<file path="src/logic/spd_pkg.sv">
// Shared constants for the single-pin debug port register set
package spd_pkg;
  // Register offsets in the port register space
  localparam logic [3:0] SPD_OFS_REVISION   = 4'h0;
  localparam logic [3:0] SPD_OFS_ERRSIG     = 4'h1;
  localparam logic [3:0] SPD_OFS_CTRL_A     = 4'h2;
  localparam logic [3:0] SPD_OFS_CTRL_B     = 4'h3;
  localparam logic [3:0] SPD_OFS_KEY_STATUS = 4'h7;
  localparam logic [3:0] SPD_OFS_RESET_REQ  = 4'h8;
  localparam logic [3:0] SPD_OFS_CLK_SEL    = 4'h9;
  localparam logic [3:0] SPD_OFS_SYS_CTRL_A = 4'ha;
  localparam logic [3:0] SPD_OFS_SYS_STATUS = 4'hb;
  localparam logic [3:0] SPD_OFS_CRC_STATUS = 4'hc;
  // Field positions
  localparam int SPD_REV_LSB       = 4;
  localparam int SPD_A_INTER_BYTE_DELAY_EN       = 7;
  localparam int SPD_A_PARITY_OFF  = 5;
  localparam int SPD_A_TIMEOUT_OFF = 4;
  localparam int SPD_A_RSP_OFF     = 3;
  localparam int SPD_B_NACK_OFF    = 4;
  localparam int SPD_B_CONT_OFF    = 3;
  localparam int SPD_B_DISABLE     = 2;
  localparam int SPD_K_USER_ROW    = 5;
  localparam int SPD_K_NVM_PROG    = 4;
  localparam int SPD_K_ERASE       = 3;
  localparam int SPD_SC_URFINAL    = 1;
  localparam int SPD_SC_CLKREQ     = 0;
  localparam int SPD_SS_NVM_PROG_KEY_ACTIVE    = 3;
  // Writable masks and reset values
  localparam logic [7:0] SPD_CTRL_A_MASK  = 8'hbf;
  localparam logic [7:0] SPD_CTRL_B_MASK  = 8'h1c;
  localparam logic [7:0] SPD_CLK_SEL_MASK = 8'h03;
  localparam logic [7:0] SPD_CLK_SEL_RST  = 8'h03;
  localparam logic [7:0] SPD_SYS_CTRL_RST = 8'h01;
  localparam logic [7:0] SPD_ZERO8        = 8'h00;
  // Error signature codes
  localparam logic [2:0] SPD_ERR_NONE     = 3'h0;
  localparam logic [2:0] SPD_ERR_PARITY   = 3'h1;
  localparam logic [2:0] SPD_ERR_FRAME    = 3'h2;
  localparam logic [2:0] SPD_ERR_TIMEOUT  = 3'h3;
  localparam logic [2:0] SPD_ERR_CLOCKREC = 3'h4;
  localparam logic [2:0] SPD_ERR_BUS      = 3'h6;
  localparam logic [2:0] SPD_ERR_CONTEND  = 3'h7;
  // Guard time, inter-byte gap, reset request code, time-out
  localparam logic [2:0] SPD_GT_RESERVED  = 3'h7;
  localparam logic [7:0] SPD_GT_MAX       = 8'h80;
  localparam logic [1:0] SPD_IBD_BITS     = 2'h2;
  localparam logic [7:0] SPD_RST_CODE     = 8'h59;
  localparam int         SPD_TIMEOUT_CYC  = 65536;
  localparam int         SPD_KEY_BITS     = 64;
  // Key signatures, shifted in least significant bit first
  localparam logic [63:0] SPD_KEY_ERASE = 64'h4e564d4572617365;
  localparam logic [63:0] SPD_KEY_NVM   = 64'h4e564d50726f6720;
  localparam logic [63:0] SPD_KEY_UROW  = 64'h4e564d5573267465;
endpackage

</file>
<file path="src/logic/spd_regs.sv">
// Configuration, error signature and key status registers of the debug port
`timescale 1ns/1ps
module spd_regs #(
  parameter int         TIMEOUT_CYCLES = spd_pkg::SPD_TIMEOUT_CYC,
  parameter logic [3:0] IMPL_REV       = 4'h1  // Arbitrary value
) (
  input  logic       sys_clk,
  input  logic       nrst,
  input  logic       reg_wr,
  input  logic       reg_rd,
  input  logic [3:0] reg_addr,
  input  logic [7:0] reg_wdata,
  output logic [7:0] reg_rdata,
  output logic       reg_rvalid,
  input  logic       err_parity,
  input  logic       err_frame,
  input  logic       err_clock_rec,
  input  logic       err_bus,
  input  logic       err_contention,
  input  logic       acc_wait,
  input  logic       key_bit_valid,
  input  logic       key_bit,
  input  logic       key_end,
  input  logic [7:0] sys_status,
  input  logic [7:0] crc_status,
  output logic       timeout_pulse,
  output logic [1:0] inter_byte_gap,
  output logic       parity_check_en,
  output logic       response_sig_en,
  output logic [7:0] guard_cycles,
  output logic       nack_en,
  output logic       contention_detect_en,
  output logic       port_reset_pulse,
  output logic       clk_req,
  output logic [1:0] clk_sel,
  output logic       user_row_final,
  output logic       sys_reset_req,
  output logic       user_row_key_active,
  output logic       nvm_prog_key_active,
  output logic       erase_key_active
);
  import spd_pkg::*;

  localparam int TO_W = $clog2(TIMEOUT_CYCLES + 1);
  localparam logic [TO_W-1:0] TO_LAST = TO_W'(TIMEOUT_CYCLES - 1);

  // Guard length: each code halves the time; the reserved code falls back to 128
  function automatic logic [7:0] guard_len(input logic [2:0] sel);
    if (sel == SPD_GT_RESERVED) begin
      return SPD_GT_MAX;
    end
    return SPD_GT_MAX >> sel;
  endfunction

  // Highest priority first, so a contention never hides behind a parity slip
  function automatic logic [2:0] err_code(input logic [5:0] ev);
    if (ev[5]) return SPD_ERR_CONTEND;
    if (ev[4]) return SPD_ERR_BUS;
    if (ev[3]) return SPD_ERR_CLOCKREC;
    if (ev[2]) return SPD_ERR_TIMEOUT;
    if (ev[1]) return SPD_ERR_FRAME;
    return SPD_ERR_PARITY;
  endfunction

  logic [7:0]      ctrl_a_q, ctrl_a_d;
  logic [7:0]      ctrl_b_q, ctrl_b_d;
  logic [7:0]      clk_sel_q, clk_sel_d;
  logic [7:0]      sys_ctrl_q, sys_ctrl_d;
  logic [2:0]      sig_q, sig_d;
  logic            rst_req_q, rst_req_d;
  logic            urfin_q, urfin_d;
  logic            pdis_q, pdis_d;
  logic [2:0]      keys_q, keys_d;  // {user row, nvm, erase}
  logic [63:0]     shift_q, shift_d;
  logic [TO_W-1:0] to_cnt_q, to_cnt_d;
  logic            to_evt;
  logic [7:0]      rdata_q, rdata_d;
  logic            rvalid_q;
  logic [5:0]      err_ev;
  logic            wr_ctrl_b, wr_rst, disable_now;

  // Write strobes decoded once; the debugger port is the only way in
  assign wr_ctrl_b   = reg_wr && (reg_addr == SPD_OFS_CTRL_B);
  assign wr_rst      = reg_wr && (reg_addr == SPD_OFS_RESET_REQ);
  assign disable_now = wr_ctrl_b && reg_wdata[SPD_B_DISABLE];

  // Time-out watch on the access layer answer
  always_comb begin
    to_cnt_d = to_cnt_q;
    to_evt   = 1'b0;
    if (!acc_wait || ctrl_a_q[SPD_A_TIMEOUT_OFF]) begin
      to_cnt_d = '0;
    end else if (to_cnt_q == TO_LAST) begin
      to_evt   = 1'b1;
      to_cnt_d = '0;
    end else begin
      to_cnt_d = to_cnt_q + 1'b1;
    end
  end

  // Error events after their enables
  assign err_ev = {err_contention && !ctrl_b_q[SPD_B_CONT_OFF],
                   err_bus, err_clock_rec, to_evt, err_frame,
                   err_parity && !ctrl_a_q[SPD_A_PARITY_OFF]};

  // Configuration, signature, reset request and key next state
  always_comb begin
    ctrl_a_d   = ctrl_a_q;
    ctrl_b_d   = ctrl_b_q;
    clk_sel_d  = clk_sel_q;
    sys_ctrl_d = sys_ctrl_q;
    sig_d      = sig_q;
    rst_req_d  = rst_req_q;
    urfin_d    = 1'b0;
    pdis_d     = 1'b0;
    keys_d     = keys_q;
    shift_d    = shift_q;
    if (reg_rd && (reg_addr == SPD_OFS_ERRSIG)) begin
      sig_d = SPD_ERR_NONE;
    end
    // New error after the read clear, so an error in the read cycle survives
    if (|err_ev) begin
      sig_d = err_code(err_ev);
    end
    if (reg_wr) begin
      unique case (reg_addr)
        SPD_OFS_CTRL_A:     ctrl_a_d = reg_wdata & SPD_CTRL_A_MASK;
        SPD_OFS_CTRL_B:     ctrl_b_d = reg_wdata & SPD_CTRL_B_MASK;
        SPD_OFS_CLK_SEL:    clk_sel_d = reg_wdata & SPD_CLK_SEL_MASK;
        SPD_OFS_SYS_CTRL_A: begin
          sys_ctrl_d[SPD_SC_CLKREQ] = reg_wdata[SPD_SC_CLKREQ];
          urfin_d = reg_wdata[SPD_SC_URFINAL] && keys_q[2];
        end
        SPD_OFS_KEY_STATUS: begin
          // Debugger closes the user-row session by writing a one
          if (reg_wdata[SPD_K_USER_ROW]) begin
            keys_d[2] = 1'b0;
          end
        end
        default: ;
      endcase
    end
    if (wr_rst) begin
      rst_req_d = (reg_wdata == SPD_RST_CODE);
      if (reg_wdata == SPD_RST_CODE) begin
        keys_d[0] = 1'b0;
      end
    end
    if (keys_q[1] && sys_status[SPD_SS_NVM_PROG_KEY_ACTIVE]) begin
      keys_d[1] = 1'b0;
    end
    // Key signature, oldest bit ends in the LSB after 64 shifts
    if (key_bit_valid) begin
      shift_d = {key_bit, shift_q[SPD_KEY_BITS-1:1]};
    end
    if (key_end) begin
      if (shift_q == SPD_KEY_UROW) keys_d[2] = 1'b1;
      if (shift_q == SPD_KEY_NVM) keys_d[1] = 1'b1;
      if (shift_q == SPD_KEY_ERASE) keys_d[0] = 1'b1;
    end
    // Port disable wipes all physical settings and every key
    if (disable_now) begin
      ctrl_a_d   = SPD_ZERO8;
      ctrl_b_d   = SPD_ZERO8;
      clk_sel_d  = SPD_CLK_SEL_RST;
      sys_ctrl_d = SPD_ZERO8;
      sig_d      = SPD_ERR_NONE;
      rst_req_d  = 1'b0;
      keys_d     = '0;
      shift_d    = '0;
      pdis_d     = 1'b1;
    end
  end

  // Read mux; unmapped and reserved offsets answer zero
  always_comb begin
    rdata_d = SPD_ZERO8;
    unique case (reg_addr)
      SPD_OFS_REVISION:   rdata_d = {IMPL_REV, 4'h0};
      SPD_OFS_ERRSIG:     rdata_d = {5'h00, sig_q};
      SPD_OFS_CTRL_A:     rdata_d = ctrl_a_q;
      SPD_OFS_CTRL_B:     rdata_d = ctrl_b_q;
      SPD_OFS_KEY_STATUS: rdata_d = {2'h0, keys_q, 3'h0};
      SPD_OFS_RESET_REQ:  rdata_d = {7'h00, rst_req_q};
      SPD_OFS_CLK_SEL:    rdata_d = clk_sel_q;
      SPD_OFS_SYS_CTRL_A: rdata_d = sys_ctrl_q;
      SPD_OFS_SYS_STATUS: rdata_d = sys_status;
      SPD_OFS_CRC_STATUS: rdata_d = crc_status;
      default:            rdata_d = SPD_ZERO8;
    endcase
    if (!reg_rd) begin
      rdata_d = rdata_q;
    end
  end

  // All state registers
  always_ff @(posedge sys_clk or negedge nrst) begin
    if (!nrst) begin
      ctrl_a_q   <= SPD_ZERO8;
      ctrl_b_q   <= SPD_ZERO8;
      clk_sel_q  <= SPD_CLK_SEL_RST;
      sys_ctrl_q <= SPD_SYS_CTRL_RST;
      sig_q      <= SPD_ERR_NONE;
      rst_req_q  <= 1'b0;
      urfin_q    <= 1'b0;
      pdis_q     <= 1'b0;
      keys_q     <= '0;
      shift_q    <= '0;
      to_cnt_q   <= '0;
      rdata_q    <= SPD_ZERO8;
      rvalid_q   <= 1'b0;
    end else begin
      ctrl_a_q   <= ctrl_a_d;
      ctrl_b_q   <= ctrl_b_d;
      clk_sel_q  <= clk_sel_d;
      sys_ctrl_q <= sys_ctrl_d;
      sig_q      <= sig_d;
      rst_req_q  <= rst_req_d;
      urfin_q    <= urfin_d;
      pdis_q     <= pdis_d;
      keys_q     <= keys_d;
      shift_q    <= shift_d;
      to_cnt_q   <= to_cnt_d;
      rdata_q    <= rdata_d;
      rvalid_q   <= reg_rd;
    end
  end

  // Outputs from registers, except timeout_pulse, which follows acc_wait in the same cycle
  assign reg_rdata            = rdata_q;
  assign reg_rvalid           = rvalid_q;
  assign timeout_pulse        = to_evt;
  assign inter_byte_gap       = ctrl_a_q[SPD_A_INTER_BYTE_DELAY_EN] ? SPD_IBD_BITS : 2'h0;
  assign parity_check_en      = !ctrl_a_q[SPD_A_PARITY_OFF];
  assign response_sig_en      = !ctrl_a_q[SPD_A_RSP_OFF];
  assign guard_cycles         = guard_len(ctrl_a_q[2:0]);
  assign nack_en              = !ctrl_b_q[SPD_B_NACK_OFF] && response_sig_en;
  assign contention_detect_en = !ctrl_b_q[SPD_B_CONT_OFF];
  assign port_reset_pulse     = pdis_q;
  assign clk_req              = sys_ctrl_q[SPD_SC_CLKREQ];
  assign clk_sel              = clk_sel_q[1:0];
  assign user_row_final       = urfin_q;
  assign sys_reset_req        = rst_req_q;
  assign user_row_key_active  = keys_q[2];
  assign nvm_prog_key_active  = keys_q[1];
  assign erase_key_active     = keys_q[0];
endmodule

</file>
<file path="config.mk">
export PLATFORM = sky130hd
export DESIGN_NAME = spd_regs
export DESIGN_NICKNAME = d
export VERILOG_FILES = /design/src/logic/spd_pkg.sv /design/src/logic/spd_regs.sv
export SDC_FILE = /design/constraint.sdc
export NUM_CORES = 1
export LEC_CHECK = 0
export ABC_AREA = 1
export BUFFER_PORTS_ARGS = -buffer_cell sky130_fd_sc_hd__clkbuf_2
export CAP_MARGIN = 10
export CORE_AREA = 2 2 145 133
export CTS_CLUSTER_SIZE = 20
export DETAILED_ROUTE_END_ITERATION = 10
export DIE_AREA = 0 0 147 135
export GPL_ROUTABILITY_DRIVEN = 0
export PLACE_DENSITY = 0.51
export SYNTH_ARGS = -nofsm -noshare
export SYNTH_HDL_FRONTEND = slang
export SYNTH_SLANG_ARGS = --single-unit
</file>
<file path="constraint.sdc">
create_clock -name sys_clk -period 1.6 [get_ports sys_clk]
set_clock_uncertainty 0.2 [all_clocks]
set_input_delay 0.32 -clock sys_clk [delete_from_list [all_inputs] [get_ports sys_clk]]
set_output_delay 0.32 -clock sys_clk [all_outputs]
set_load 0.005 [all_outputs]
</file>
==> results.md <==
- Status: finished with violations
- Failing checks: setup timing
- RR Startpoint: to_cnt_q[1]
- Max-slew violation count: 0
- Fin crit share: 128%
- Worst-Skew Late Latency: between 300 and 400 ps
- Hpwl dp: roughly 11,000 um
- Routed length per instance: between 10 and 15 um
- Antenna cells: 0
- Final WL: 15,100 um
- Vias: ~5,000
- Clk buf depth: 2
- Worst-margin pin slew: between 400 and 500 ps
- Max Clk Rate: 0.490 GHz
- FF+latch count, synth: 112
- Sequential area share after synthesis: 48.8%
- Worst setup margin: -443 ps
- DR DRC count: 0
- First-pass GRT wire length: 25,200 um
- Max FO, Critical Path: 2
- Drt first pass iters: 4
- Most frequent cells in the layout: 114 x nand2_1, 106 x dfrtp_1, 96 x inv_1
- Async S/R FF share, synth: 100%
- Slew HR: 66.8%
- Cts bufs inserted: 9
- DIE HEIGHT: 135 um
- CP Launch Type: flop
- Minimum clock period after layout: between 2000 and 2500 ps
- Yosys warnings: 0
- Critical path class: flop to output port
- Worst hold slack: between 9 and 10 ps
- Post-synth cell types: 43
- Htree depth: 3
- Maximum ir drop on the vdd rail: 0.526 mV
- Placed cell count: about 1,000
- HP Class: input port to flop
- Root Driver: clkbuf_16
- Io pins: 74
- Gr usage total: 15.8%
- CTS tree: done
- Mean Syn Cell Area: 8.49 um2
- Largest net degree at the start of global routing: 47
- HP Start: reg_wdata[0]
- Cells after Synth: 678
- EDFF count, synth: 0
- Vias per Instance: 4.62
- Utilization after layout: 41.8%
- Worst-path clk slew: ~80 ps
- Area of the core: 18,200 um2
- Max-Cap Viols: 0
- Clock Sink Count: ~110
- Net count, final: 874
- Post-route antenna net violation count: 0
- Static Leak: 0.00363 uW
- CP startpoint: to_cnt_q[1]
- Layout area overhead: 32.6%
- PortBufs: a little over 70
- Total gr overflow: 0
- Synth Cell Area: 5750 um2
- Data required, critical path: 1080 ps
- Iter 0 DRT Violations: 245
- Vias in the first global route: approximately 4,900
- Most common cell after layout, fill and taps aside: nand2_1
- Setup Viol. Count Final: 23
- RSZ-0062 raised after global routing: yes
- Fraction of layout cells with a size suffix above 1: 36.6%
- Rows: 47
- Hold Vio Cnt, Final: 0
- CP Capture Type: output port
- Tot Pwr: 7400 uW
- Ys flop type: dfrtp_1
- Pwr dens: 970 nW/um2
- Initial Util: 31.6%
- Worst path arrival time: 1520 ps
- Post-Layout Cell Count: 1,082
- Initial antenna violation count: 0
- Die X: 147 um
- Die area: 19,800 um2
-- Yosys cell counts, types with 3 or more instances --
cell      number  area (um2)
nand2_1      119         447
dfrtp_1      109        2730
inv_1        104         390
nand3_1       91         455
o21ai_2       60         526
nor2_1        58         218
nand4_1       21         131
nor3_1        19        95.1
o21ai_0       18        90.1
a21oi_1       11        55.1
clkbuf_1      10        37.5
buf_12         7         140
buf_4          4        30.0
xor2_1         4        35.0
buf_1          3        11.3
dfstp_2        3        78.8
nand2_2        3        18.8
nor3b_1        3        22.5
-- through the flow --
| step | TNS, ps | instance area (um2) | setup WS, ps |
|---|---|---|---|
| floorplan | -90.6 | 5770 | -27.6 |
| global placement | -6970 | 6860 | -197 |
| detailed placement | -7030 | 6860 | -206 |
| CTS | -2490 | 7420 | -444 |
| global route | -5440 | 7630 | -549 |
| finish | -3600 | 7630 | -443 |
-- final timing paths --
kind / endpoint / slack [ps] / depth (start not counted)
min in group asynchronous: to_cnt_q[15] / 120 / 2
max reg2reg: sig_q[0] / -320 / 13
max: timeout_pulse / -440 / 8
min reg2reg: sig_q[2] / 280 / 2
min: sys_ctrl_q[0] / 9 / 3
max in group asynchronous: sys_ctrl_q[0] / 570 / 3
-- per-layer routing --
layer  vias up  global-route usage (%)  share of wire [%]
li1       2520                       -                  -
met1      2387                    21.6                 48
met2        80                    25.9                 47
met3        12                    3.55                4.4
met4         0                    3.21               0.95
met5         -                       0                  0
-- cells by family after synthesis --
kind of cell	share of synthesized area, %
xor+xnor	0.761
buf+inv	11.0
fa+ha+maj	0.217
flops	48.8
mux	0.348
simple gates	25.5
other cells	0.0652
compound gates	13.3
-- state kept, by name, indices dropped and copies added (netlist names) --
| register | flops |
|---|---|
| sys_reset_req | 1 |
| port_reset_pulse | 1 |
| keys_q | 3 |
| to_cnt_q | 17 |
| sys_ctrl_q | 1 |
| clk_sel_q | 2 |
| shift_q | 64 |
| sig_q | 3 |
| ctrl_b_q | 3 |
| ctrl_a_q | 7 |
| user_row_final | 1 |
| reg_rvalid | 1 |
| reg_rdata | 8 |
-- worst max-delay path, stage by stage (launching register included) --
cell and delay [ps]:
dfrtp_1 360, ha_2 190, nand2_2 70, nor2_4 130, nand2_2 90, nor2_4 100, nand3_2 90, inv_2 60
buf_6 80
-- cell type report --
class,instances,area (um2)
Clock buffer,12,256
Clock inverter,4,51.3
Fill cell,1860,10600
Inverter,107,414
Multi-Input combinational cell,434,2550
Sequential cell,112,2810
Tap cell,245,307
Timing Repair Buffer,168,1240
-- repair_timing --
action,4_1_cts,5_1_grt
buffers inserted,18,9
hold endpoints to repair,112,0
gates resized for setup,30,45
endpoints found under the setup margin,23,26
hold buffers,4,0
pin swaps,5,20
-- where the power goes --
group,switching [uW],internal (uW)
Clock,1100,1310
Sequential,286,3190
Combinational,842,665
No activity file was read; power rests on OpenSTA's default activity.
